<file path="src/dcc_pkg.sv">
/*
 * Shared constants and carrier types for the dual comparator control
 * block: register offsets, field positions, reset values and the
 * structs that carry the analog steering and pad signals.
 * Assumes a 32-bit classic Wishbone bus with byte addresses.
 */
package dcc_pkg;

    // bus geometry
    localparam int unsigned DATA_W = 32;
    localparam int unsigned SEL_W = 4;
    localparam int unsigned OFF_W = 4;

    // register byte offsets
    localparam logic [3:0] OFF_CTRL = 4'h0;
    localparam logic [3:0] OFF_IRQ_STAT = 4'h4;
    localparam logic [3:0] OFF_IRQ_MASK = 4'h8;

    // control/status field positions, comparator 1 at the base
    localparam int unsigned BIT_SUPPRESS = 15;
    localparam int unsigned BIT_UNUSED = 14;
    localparam int unsigned BIT_FLAG = 12;
    localparam int unsigned BIT_EN = 10;
    localparam int unsigned BIT_PAD = 8;
    localparam int unsigned BIT_RESULT = 6;
    localparam int unsigned BIT_INV = 4;
    localparam int unsigned BIT_POS = 0;
    localparam int unsigned BIT_NEG = 1;
    localparam int unsigned SEL_STRIDE = 2;

    // writable storage bits: 15, 11..8, 5..0
    localparam logic [15:0] CTRL_WMASK = 16'h8f3f;

    // reset values
    localparam logic [15:0] CTRL_RST = 16'h0000;
    localparam logic [1:0] FLAG_RST = 2'h0;
    localparam logic [1:0] IRQ_RST = 2'h0;
    localparam logic [31:0] RD_RST = 32'h0000_0000;

    // steering towards the analog comparators, bit 0 = comparator 1
    typedef struct packed {
        logic [1:0] enable;
        logic [1:0] pos_select;
        logic [1:0] neg_select;
    } dcc_analog_t;

    // output pads, bit 0 = comparator 1
    typedef struct packed {
        logic [1:0] value;
        logic [1:0] drive;
    } dcc_pad_t;

endpackage : dcc_pkg

</file>
<file path="src/dcc_chan.sv">
/*
 * One comparator channel: gating, output inversion, registered
 * result and a one-cycle change pulse.
 * Assumes the raw comparator decision is synchronous to clk.
 */
`timescale 1ns/1ps
`default_nettype none

module dcc_chan (
    input wire logic clk,
    input wire logic rstn,
    input wire logic raw,
    input wire logic enable,
    input wire logic invert,
    output var logic result_q,
    output var logic change_q
);
    logic result_d;

    // inversion ahead of status, pad and change detection
    always_comb begin
        result_d = enable ? (raw ^ invert) : 1'b0;
    end

    always_ff @(posedge clk or negedge rstn) begin
        if (!rstn) begin
            result_q <= 1'b0;
        end else begin
            result_q <= result_d;
        end
    end

    always_ff @(posedge clk or negedge rstn) begin
        if (!rstn) begin
            change_q <= 1'b0;
        end else begin
            change_q <= enable && (result_d != result_q);
        end
    end
endmodule : dcc_chan

`default_nettype wire

</file>
<file path="src/dcc_top.sv">
/*
 * Dual comparator control: control/status register, change flags,
 * interrupt status and mask, analog steering and pad drive, all
 * reached over a classic Wishbone slave.
 * Assumes the analog comparators and the reference level sit outside
 * and that comparator decisions and idle_mode are synchronous to clk.
 */
// Decided for this implementation: the Wishbone interface to the registers and the address map.
`timescale 1ns/1ps
`default_nettype none

module dcc_top #(
    parameter int unsigned ADR_W = 8,
    parameter int unsigned N_CMP = 2
) (
    input wire logic clk,
    input wire logic rstn,
    input wire logic wb_cyc,
    input wire logic wb_stb,
    input wire logic wb_we,
    input wire logic [ADR_W-1:0] wb_adr,
    input wire logic [dcc_pkg::SEL_W-1:0] wb_sel,
    input wire logic [dcc_pkg::DATA_W-1:0] wb_dat_w,
    output var logic [dcc_pkg::DATA_W-1:0] wb_dat_r,
    output var logic wb_ack,
    input wire logic [1:0] cmp_raw,
    input wire logic idle_mode,
    output dcc_pkg::dcc_analog_t analog,
    output dcc_pkg::dcc_pad_t pad,
    output var logic irq
);
    import dcc_pkg::*;

    // register layout is fixed at two comparators
    if (N_CMP != 2) begin : g_bad_cmp
        $error("dcc_top serves exactly two comparators");
    end
    if (ADR_W <= OFF_W) begin : g_bad_adr
        $error("dcc_top needs more than four address bits");
    end

    function automatic logic hit(input logic [ADR_W-1:0] a,
                                 input logic [3:0] off);
        return (a[ADR_W-1:OFF_W] == '0) && (a[OFF_W-1:0] == off);
    endfunction : hit

    logic ack_q;
    logic [DATA_W-1:0] rd_q;
    logic [DATA_W-1:0] rd_d;
    logic [15:0] ctrl_q;
    logic [1:0] flag_q;
    logic [1:0] irq_stat_q;
    logic [1:0] irq_mask_q;
    logic [1:0] res;
    logic [1:0] chg;
    logic req;
    logic wr_go;
    logic ctrl_wr;
    logic stat_wr;
    logic mask_wr;
    logic quiet;
    logic [15:0] ctrl_view;

    // bus decode
    assign req = wb_cyc && wb_stb;
    assign wr_go = req && ack_q && wb_we;
    assign ctrl_wr = wr_go && hit(wb_adr, OFF_CTRL);
    assign stat_wr = wr_go && hit(wb_adr, OFF_IRQ_STAT);
    assign mask_wr = wr_go && hit(wb_adr, OFF_IRQ_MASK);

    // one wait cycle, ack drops the cycle after
    always_ff @(posedge clk or negedge rstn) begin
        if (!rstn) begin
            ack_q <= 1'b0;
        end else begin
            ack_q <= req && !ack_q;
        end
    end
    assign wb_ack = ack_q;

    // comparator channels
    for (genvar i = 0; i < 2; i++) begin : g_chan
        dcc_chan u_chan (
            .clk(clk),
            .rstn(rstn),
            .raw(cmp_raw[i]),
            .enable(ctrl_q[BIT_EN+i]),
            .invert(ctrl_q[BIT_INV+i]),
            .result_q(res[i]),
            .change_q(chg[i])
        );
    end

    // writable control bits, per byte lane
    always_ff @(posedge clk or negedge rstn) begin
        if (!rstn) begin
            ctrl_q <= CTRL_RST;
        end else if (ctrl_wr) begin
            if (wb_sel[0]) begin
                ctrl_q[7:0] <= wb_dat_w[7:0] & CTRL_WMASK[7:0];
            end
            if (wb_sel[1]) begin
                ctrl_q[15:8] <= wb_dat_w[15:8] & CTRL_WMASK[15:8];
            end
        end
    end

    // change flags: set wins over a zero write
    for (genvar i = 0; i < 2; i++) begin : g_flag
        always_ff @(posedge clk or negedge rstn) begin
            if (!rstn) begin
                flag_q[i] <= FLAG_RST[i];
            end else if (chg[i]) begin
                flag_q[i] <= 1'b1;
            end else if (ctrl_wr && wb_sel[1]
                         && !wb_dat_w[BIT_FLAG+i]) begin
                flag_q[i] <= 1'b0;
            end
        end
    end

    // interrupt status, write one to clear, set wins
    for (genvar i = 0; i < 2; i++) begin : g_stat
        always_ff @(posedge clk or negedge rstn) begin
            if (!rstn) begin
                irq_stat_q[i] <= IRQ_RST[i];
            end else if (chg[i]) begin
                irq_stat_q[i] <= 1'b1;
            end else if (stat_wr && wb_sel[0] && wb_dat_w[i]) begin
                irq_stat_q[i] <= 1'b0;
            end
        end
    end

    // interrupt mask
    always_ff @(posedge clk or negedge rstn) begin
        if (!rstn) begin
            irq_mask_q <= IRQ_RST;
        end else if (mask_wr && wb_sel[0]) begin
            irq_mask_q <= wb_dat_w[1:0];
        end
    end

    // idle suppression gates only the request line
    assign quiet = idle_mode && ctrl_q[BIT_SUPPRESS];
    assign irq = |(irq_stat_q & irq_mask_q) && !quiet;

    // control/status view, bit 14 never stored
    assign ctrl_view = ctrl_q
                     | ({14'h0000, flag_q} << BIT_FLAG)
                     | ({14'h0000, res} << BIT_RESULT);

    // read data, unmapped reads zero
    always_comb begin
        rd_d = RD_RST;
        if (hit(wb_adr, OFF_CTRL)) begin
            rd_d = {16'h0000, ctrl_view};
        end else if (hit(wb_adr, OFF_IRQ_STAT)) begin
            rd_d = {30'h0000_0000, irq_stat_q};
        end else if (hit(wb_adr, OFF_IRQ_MASK)) begin
            rd_d = {30'h0000_0000, irq_mask_q};
        end
    end

    always_ff @(posedge clk or negedge rstn) begin
        if (!rstn) begin
            rd_q <= RD_RST;
        end else if (req && !ack_q) begin
            rd_q <= rd_d;
        end
    end
    assign wb_dat_r = rd_q;

    // analog steering and pads
    assign analog.enable = ctrl_q[BIT_EN +: 2];
    assign analog.pos_select = {ctrl_q[BIT_POS+SEL_STRIDE],
                                ctrl_q[BIT_POS]};
    assign analog.neg_select = {ctrl_q[BIT_NEG+SEL_STRIDE],
                                ctrl_q[BIT_NEG]};
    assign pad.value = res;
    assign pad.drive = ctrl_q[BIT_PAD +: 2];
endmodule : dcc_top

`default_nettype wire

</file>
<file path="config.mk">
export PLATFORM = sky130hd
export DESIGN_NAME = dcc_top
export DESIGN_NICKNAME = d
export VERILOG_FILES = /design/src/dcc_pkg.sv /design/src/dcc_chan.sv /design/src/dcc_top.sv
export SDC_FILE = /design/constraint.sdc
export NUM_CORES = 1
export LEC_CHECK = 0
export ABC_AREA = 1
export BUFFER_PORTS_ARGS = -buffer_cell sky130_fd_sc_hd__buf_2
export CORE_MARGIN = 5
export CORE_UTILIZATION = 50
export CTS_BUF_LIST = sky130_fd_sc_hd__clkbuf_4 sky130_fd_sc_hd__clkbuf_8 sky130_fd_sc_hd__clkbuf_16
export CTS_CLUSTER_SIZE = 28
export DETAILED_ROUTE_END_ITERATION = 10
export PLACE_DENSITY = 0.85
export SYNTH_ARGS = -nofsm -noshare
export SYNTH_HDL_FRONTEND = slang
export SYNTH_HIERARCHICAL = 1
export SYNTH_SLANG_ARGS = --single-unit
</file>
<file path="constraint.sdc">
create_clock -name clk -period 1.7 [get_ports clk]
set_clock_uncertainty 0.1 [all_clocks]
set_input_delay 0.085 -clock clk [delete_from_list [all_inputs] [get_ports clk]]
set_output_delay 0.085 -clock clk [all_outputs]
set_load 0.03 [all_outputs]
</file>
==> results.toml, run 1 <==
[yosys]
synth_seq_cells = 37
synth-simple-area-share = 0.342
yosys.area_share.adder = 0
yosys_most_used_dff = "dfrtp_1"
syn-cell-area_sq_um = 2010
synth_mux_area_frac = 0
yosysMostFrequentCell = "nand2_1"
synth_top_family_by_area = "simple AND/OR/NAND/NOR gates"
synth-compound-area-share = 0.0187
synthDominantCellAreaShare = 0.460
synth-edff-count = 0
synthTopCellsByArea = "dfrtp_1, nand2_1, buf_4"
synth_area_leader_cell = "dfrtp_1"
ys_warn_count = 6
synth_common_cells = "nand2_1, dfrtp_1, buf_4"
synth_xor_area_frac = 0
synthArstFlopShare = 1.00
yosysSeqAreaShare = 0.460
netlist_instances = 239
synth_cell_type_count = 26
syn-mean-instance-area_sq_um = 8.42

[finish]
multi_input_area_sq_um = 790
syn_to_final_growth_pct = 20.3
nets = 355
fin_util = 0.614
fillers = 349
regArea_sq_um = 926
antennaDiodeCount = 0
drive_gt1_frac = 0.314

[floorplan]
pin_count = 96
core_sq_um = 3940
die_w_microns = 73.4
die_y_microns = 73.4
die_area_sq_um = 5390
floorplan.rows = 23
initial_core_util = 0.510

[sta]
max_freq_ghz = 0.739
hold_viol = 0
fin_crit_ns = 1.35
fin_setup_tns_ns = 0
setup_viol = 0
rsz0062_at_grt = "no"
fin_crit_sh = 0.795
report.final.slew_viol_count = 0

[clock_network]
htreeDepth = 2
cts_resized = 0
clkTransAtPathRegs_ns = 0.07
clock_tree.buffer_depth = 2
numCtsBuffers = 5
post_cts_buffers = 0
ctsHoldBuffers = 12
cts_tree = "built"
root_buffer = "clkbuf_8"
cts_num_sinks = 37
clkLatencyLatePin_ns = 0.28

[route]
wl_per_cell_microns = 12.6
ant_nets = 0
drcViolationCount = 0
wirelength_microns = 4450
firstDrtPassIters = 5
drt_iter0_drc = 148
vias = 1684
routed_via_density = 4.77

[grt]
grt_overflow_total = 0
grt_usage = 0.179
grt_pass1_vias = 1598
grt_max_degree = 20
grt_pass1_wl_microns = 7330
antenna_found_initial = 0

[worst_setup_path]
worstPathArrival_ns = 1.17
r2r_slack_ns = 0.38
startpoint = "irq_mask_q[0]"
r2r_cells = 5
rr_startpoint = "wb_ack"
path_max_fanout = 3
cp-start-kind = "register"
r2r_end = "flag_q[1]"
required_ns = 1.51
crit_path_end = "irq"
crit_type = "reg2out"
critPathCaptureType = "output port"

[pwr]
total_power_mw = 1.70
vdd_ir_drop_max_mv = 0.435
leakage_nw = 1.43
p_per_area_nw_per_um2 = 701

[worst_hold_path]
hold_path.class = "in2reg"

[place]
port_buffers = 57
place_congestion = 0.837
place_hpwl_microns = 3320

[outcome]
outcome = "complete, no violations"

[flow_run]
cap_viol_max_count = 0
kinds of logic after synthesis:
| kind of cell | count (synthesis) |
|---|---|
| and+or+nand+nor | 134 |
| buffers and inverters | 60 |
| other | 1 |
| AOI/OAI and AO/OA | 7 |
| DFF | 37 |
report_power, final:
part | internal (mW) | total, mW | switching (mW)
registers | 0.883 | 0.886 | 0.00287
logic | 0.0629 | 0.193 | 0.131
clock network | 0.337 | 0.618 | 0.280
total | 1.28 | 1.70 | 0.414
registers in the layout, indices dropped and copies added (netlist names):
signal and cells:
wb_dat_r 15, ctrl_q 11, flag_q 2, g_chan.u_chan/change_q 2
g_chan.u_chan/result_q 2, irq_mask_q 2, irq_stat_q 2, wb_ack 1
routing by layer:
layer / vias up / track usage / share of wire
li1: 817 / - / -
met3: 12 / 0.0369 / 0.060
met1: 799 / 0.226 / 0.40
met4: 0 / 0.0704 / 0.026
met5: - / 0 / 0
met2: 56 / 0.299 / 0.51
worst max-delay path, cell delays in order, from the launching register on:
cell and delay (ns):
dfrtp_1 0.38, nand2_1 0.07, a22oi_1 0.19, buf_2 0.24
cell usage in the layout, fill, tap and decap left out:
cell type and n:
nor2_4 1, nand3_2 10, dlygate4sd3_1 12, buf_2 57, nand3b_1 2, nor2_1 7, nor2_8 1, nand2_1 78
nor3_1 1, o21ai_0 2, inv_1 25, o21ai_1 2, nor2_2 3, nand4_1 2, dfrtp_1 37, nand2_4 1
inv_2 3, nand3_4 1, clkbuf_4 1, nand2_2 6, buf_12 1, a21oi_1 2, a22oi_1 1, buf_4 3
clkbuf_8 6, nand3_1 20, nand3b_4 1, conb_1 17
worst min-delay path by stage:
stage,from,end,cells past startpoint
finish,wb_dat_w[12],flag_q[0],4
global placement,rstn,wb_dat_r[0],1
CTS,cmp_raw[0],g_chan[0].u_chan/result_q,4
global route,cmp_raw[1],g_chan[1].u_chan/result_q,4
detailed placement,rstn,ctrl_q[0],1
floorplan,rstn,ctrl_q[0],0
area by class of cell:
cell class,count,share of cell area
Timing Repair Buffer,73,0.185
Tap cell,50,0.0258
Multi-Input combinational cell,158,0.326
Clock buffer,7,0.0372
Sequential cell,37,0.382
Inverter,28,0.0434
stage by stage:
step | hold WS (ns) | instances | cell area, sq um | setup slack, ns
after detailed placement | -0.0452 | 334 | 2210 | 0.390
after global routing | 0.00803 | 353 | 2420 | 0.207
after floorplan | -0.311 | 255 | 2070 | 0.352
final | 0.00331 | 353 | 2420 | 0.348
after global placement | -0.0548 | 334 | 2210 | 0.396
after CTS | 0.00156 | 353 | 2420 | 0.342
(Power assumes the default switching activity.)
==> inputs of run 2 (changes only) <==
- CORE_UTILIZATION: 50 -> 46
- PLACE_DENSITY: 0.85 -> 0.8
- clock period: 1.7 -> 1.35 ns (I/O delays scaled with it)
==> results.toml, run 2 (synthesis gave the netlist of run 1 again) <==
[outcome]
outcome = "complete, no violations"

[clock_network]
htreeDepth = 2
numCtsBuffers = 5
clock_tree.buffer_depth = 2
cts_tree = "built"
clkLatencyLatePin_ns = 0.28
clkTransAtPathRegs_ns = 0.07
root_buffer = "clkbuf_8"
cts_num_sinks = 37

[route]
wl_per_cell_microns = 12.1
routed_via_density = 4.56
drcViolationCount = 0
ant_nets = 0
vias = 1652
wirelength_microns = 4380
drt_iter0_drc = 119
firstDrtPassIters = 4

[worst_setup_path]
cp-start-kind = "register"
r2r_slack_ns = 0.14
path_max_fanout = 3
required_ns = 1.18
critPathCaptureType = "output port"
slowest_stage = "dfrtp_1"
crit_type = "reg2out"
critical_path.max_stage_delay_ns = 0.43
worstPathArrival_ns = 1.07
crit_chain = "a22oi_2, buf_4"

[place]
port_buffers = 57
place_hpwl_microns = 3220
dpl_cell_area_sq_um = 2240
post-place-ws_ns = 0.0748
place_congestion = 0.818

[pwr]
power_frac_comb = 0.109
leakage_nw = 1.47
p_seq_frac = 0.472
p_sw_uw = 539
clockPowerShare = 0.419
p_per_area_nw_per_um2 = 932
switching_share = 0.228
vdd_ir_drop_max_mv = 0.499
internal_power_mw = 1.82

[sta]
hold_viol = 0
fin_crit_sh = 0.919
timing.hold.ws_ns = 0.0437
setup_viol = 0
report.final.slew_viol_count = 0
setup_ws_ns = 0.109
rsz0062_at_grt = "no"
fin_setup_tns_ns = 0
max_freq_ghz = 0.806
fin_crit_ns = 1.24

[finish]
syn_to_final_growth_pct = 25.9
largest_reg_flops = 15
nets = 361
layout_commonest_cell = "nand2_1"
layout_common_cells = "nand2_1, buf_2, dfrtp_1, inv_1, nand3_1"
drive_gt1_frac = 0.319
antennaDiodeCount = 0
final_area_sq_um = 2530
fin_util = 0.590
fillers = 395

[grt]
grt_usage = 0.154
grt_pass1_vias = 1659
grt_overflow_total = 0
grt_max_degree = 21
grt_pass1_wl_microns = 7480
antenna_found_initial = 0

[floorplan]
die_y_microns = 76.1
die_w_microns = 76.1
initial_core_util = 0.469
pin_count = 96
die_area_sq_um = 5800
floorplan.rows = 24
core_sq_um = 4290

[worst_hold_path]
hold_path.class = "in2reg"

[flow_run]
cap_viol_max_count = 0
[run 2: routing by layer]
layer  up-vias  track usage  routed length (microns)
met5         -            0                        0
met4         0       0.0420                       33
met3         5       0.0402                      251
met2        41        0.271                     2270
met1       772        0.184                     1830
li1        834            -                        -
[run 2: final cells by class]
cell class / instances / area, sq um / area share
clock buffer: 7 / 90.1 / 0.0356
clock inverter: 1 / 30.0 / 0.0119
inverter: 28 / 105 / 0.0415
multi-input combinational: 158 / 800 / 0.316
sequential: 37 / 926 / 0.365
tap: 52 / 65.1 / 0.0257
timing repair buffer: 79 / 518 / 0.204
[run 2: final timing paths]
kind | start | endpoint | cells after the start
min in group asynchronous | rstn | wb_dat_r[0] | 2
max in group asynchronous | rstn | g_chan[0].u_chan/result_q | 3
setup reg to reg | wb_ack | wb_dat_r[11] | 5
hold / removal | wb_sel[1] | ctrl_q[8] | 4
setup / recovery | ctrl_q[15] | irq | 2
hold reg to reg | g_chan[0].u_chan/change_q | irq_stat_q[0] | 2
[run 2: critical path: cells and delay by family (launching register included)]
kind / cells / cell delay (ns)
flip-flops: 1 / 0.43
AO/OA/AOI/OAI: 1 / 0.18
buffers and inverters: 1 / 0.18
[run 2: through the flow]
| stage | cells | power [mW] |
|---|---|---|
| floorplan | 255 | 1.30 |
| global placement | 338 | 1.35 |
| detailed placement | 338 | 1.36 |
| CTS | 362 | 2.39 |
| global route | 362 | 2.47 |
| finish | 362 | 2.36 |
[run 2: power groups by stage]
stage | registers, mW | logic (mW) | clock network (mW)
after detailed placement | 1.14 | 0.221 | 0
final | 1.12 | 0.256 | 0.990
after global routing | 1.11 | 0.282 | 1.07
after global placement | 1.14 | 0.218 | 0
after CTS | 1.11 | 0.256 | 1.02
after floorplan | 1.14 | 0.158 | 0
[run 2: repair_timing]
| action | 4_1_cts | 5_1_grt |
|---|---|---|
| setup buffers | 0 | 0 |
| hold buffers | 16 | 0 |
| hold endpoints to repair | 56 | 0 |
| setup endpoints to repair | 0 | 5 |
| resized for setup | 0 | 4 |
==> inputs of run 3 (changes only) <==
- CORE_UTILIZATION: 46 -> 45
- PLACE_DENSITY: 0.8 -> 0.79
- SYNTH_HIERARCHICAL: 1 -> unset
==> results.toml, run 3 <==
[outcome]
outcome = "complete, no violations"

[yosys]
synth-edff-count = 0
ys_warn_count = 0
syn-cell-area_sq_um = 1880
yosysSeqAreaShare = 0.494
synthDominantCellAreaShare = 0.494
synth_seq_cells = 37
synth_area_leader_cell = "dfrtp_1"
synthArstFlopShare = 1.00
synth_common_cells = "nand2_1, dfrtp_1, nand3_1"
synthTopCellsByArea = "dfrtp_1, nand2_1, buf_4"
syn-mean-instance-area_sq_um = 8.26
yosys_most_used_dff = "dfrtp_1"
synth_cell_type_count = 20
netlist_instances = 227
yosysMostFrequentCell = "nand2_1"

[route]
drcViolationCount = 0
wl_per_cell_microns = 12.3
vias = 1607
routed_via_density = 4.60
drt_iter0_drc = 108
ant_nets = 0
firstDrtPassIters = 4
wirelength_microns = 4290

[pwr]
clockPowerShare = 0.414
total_power_mw = 2.33
p_per_area_nw_per_um2 = 958
internal_power_mw = 1.76
leakage_nw = 1.42
switching_share = 0.245
p_sw_uw = 570
vdd_ir_drop_max_mv = 0.570
power_frac_comb = 0.106
p_seq_frac = 0.479

[finish]
fin_util = 0.602
drive_gt1_frac = 0.291
final_area_sq_um = 2430
largest_reg_flops = 15
nets = 350
antennaDiodeCount = 0
syn_to_final_growth_pct = 29.4
layout_commonest_cell = "nand2_1"
instances_no_fill = 349
layout_common_cells = "nand2_1, buf_2, dfrtp_1, nand3_1, conb_1"
fillers = 351

[sta]
timing.hold.ws_ns = 0.0678
fin_crit_ns = 1.27
hold_viol = 0
max_freq_ghz = 0.788
fin_crit_sh = 0.940
setup_ws_ns = 0.0814
rsz0062_at_grt = "no"
fin_setup_tns_ns = 0
setup_viol = 0
report.final.slew_viol_count = 0

[floorplan]
core_sq_um = 4030
die_y_microns = 74.6
initial_core_util = 0.466
die_w_microns = 74.6
die_area_sq_um = 5560
pin_count = 96
floorplan.rows = 23

[worst_setup_path]
crit_type = "reg2out"
required_ns = 1.18
crit_chain = "nand2_1, a22oi_2, buf_4"
path_max_fanout = 3
crit_buf_inv = 1
slowest_stage = "dfrtp_1"
worstPathArrival_ns = 1.10
critPathCaptureType = "output port"
cp_top_family = "flip-flops"
cp-start-kind = "register"
startpoint = "irq_stat_q[0]"
rr_startpoint = "wb_ack"
critical_path.max_stage_delay_ns = 0.39

[grt]
grt_pass1_wl_microns = 6870
grt_max_degree = 21
grt_overflow_total = 0
antenna_found_initial = 0
grt_pass1_vias = 1531
grt_usage = 0.163

[place]
port_buffers = 57
dpl_cell_area_sq_um = 2130
place_congestion = 0.817
dp.cells = 324
post-place-ws_ns = 0.0573
place_hpwl_microns = 3160

[clock_network]
htreeDepth = 2
cts_tree = "built"
clkTransAtPathRegs_ns = 0.08
numCtsBuffers = 5
root_buffer = "clkbuf_8"
clkLatencyLatePin_ns = 0.30
clock_tree.buffer_depth = 2
cts_num_sinks = 37

[worst_hold_path]
hold_path.class = "in2reg"
min_from = "wb_sel[1]"

[flow_run]
cap_viol_max_count = 0
[run 3: logic make-up after synthesis]
| kind of cell | synth area share |
|---|---|
| other | 0.00200 |
| buffers and inverters | 0.168 |
| AND/OR/NAND/NOR | 0.312 |
| XOR/XNOR | 0.00934 |
| AO/OA/AOI/OAI | 0.0147 |
| flip-flops | 0.494 |
[run 3: final timing paths]
path                       slack, ns  cells after the start            end
max in group asynchronous       0.55                      3   wb_dat_r[15]
hold / removal                  0.07                      5     ctrl_q[15]
hold reg to reg                 0.35                      2      flag_q[1]
min in group asynchronous       0.15                      2  irq_stat_q[0]
setup / recovery                0.08                      3            irq
setup reg to reg                0.12                      6    wb_dat_r[0]
[run 3: worst register-to-register path: stages, from the launching register on]
cell and delay (ns):
dfrtp_2 0.42, inv_1 0.07, nand2_2 0.11, buf_4 0.17
a21oi_1 0.15, nand2_1 0.09, nand2_1 0.06
[run 3: per-layer routing]
layer	vias up	GRT usage	wire length, microns
li1	808	-	-
met1	733	0.214	1810
met2	59	0.260	2070
met3	7	0.0459	357
met4	0	0.0534	54
met5	-	0	0
[run 3: layout make-up]
cell class	instances	area [sq um]	share of cell area
Sequential cell	37	927	0.382
Multi-Input combinational cell	155	709	0.292
Timing Repair Buffer	81	546	0.225
Clock buffer	5	68.8	0.0284
Inverter	18	67.6	0.0278
Tap cell	50	62.6	0.0258
Clock inverter	3	46.3	0.0191
[run 3: timing repair]
action	4_1_cts	5_1_grt
gates resized for setup	0	6
setup endpoints to repair	0	12
setup buffers	0	1
hold endpoints to repair	55	0
hold buffers	16	0
[run 3: power groups by stage]
stage / logic, mW / registers [mW] / clock network [mW]
2_1_floorplan: 0.144 / 1.14 / 0
3_3_place_gp: 0.208 / 1.14 / 0
3_5_place_dp: 0.208 / 1.14 / 0
4_1_cts: 0.245 / 1.11 / 0.980
5_1_grt: 0.272 / 1.11 / 1.03
6_report: 0.248 / 1.11 / 0.964
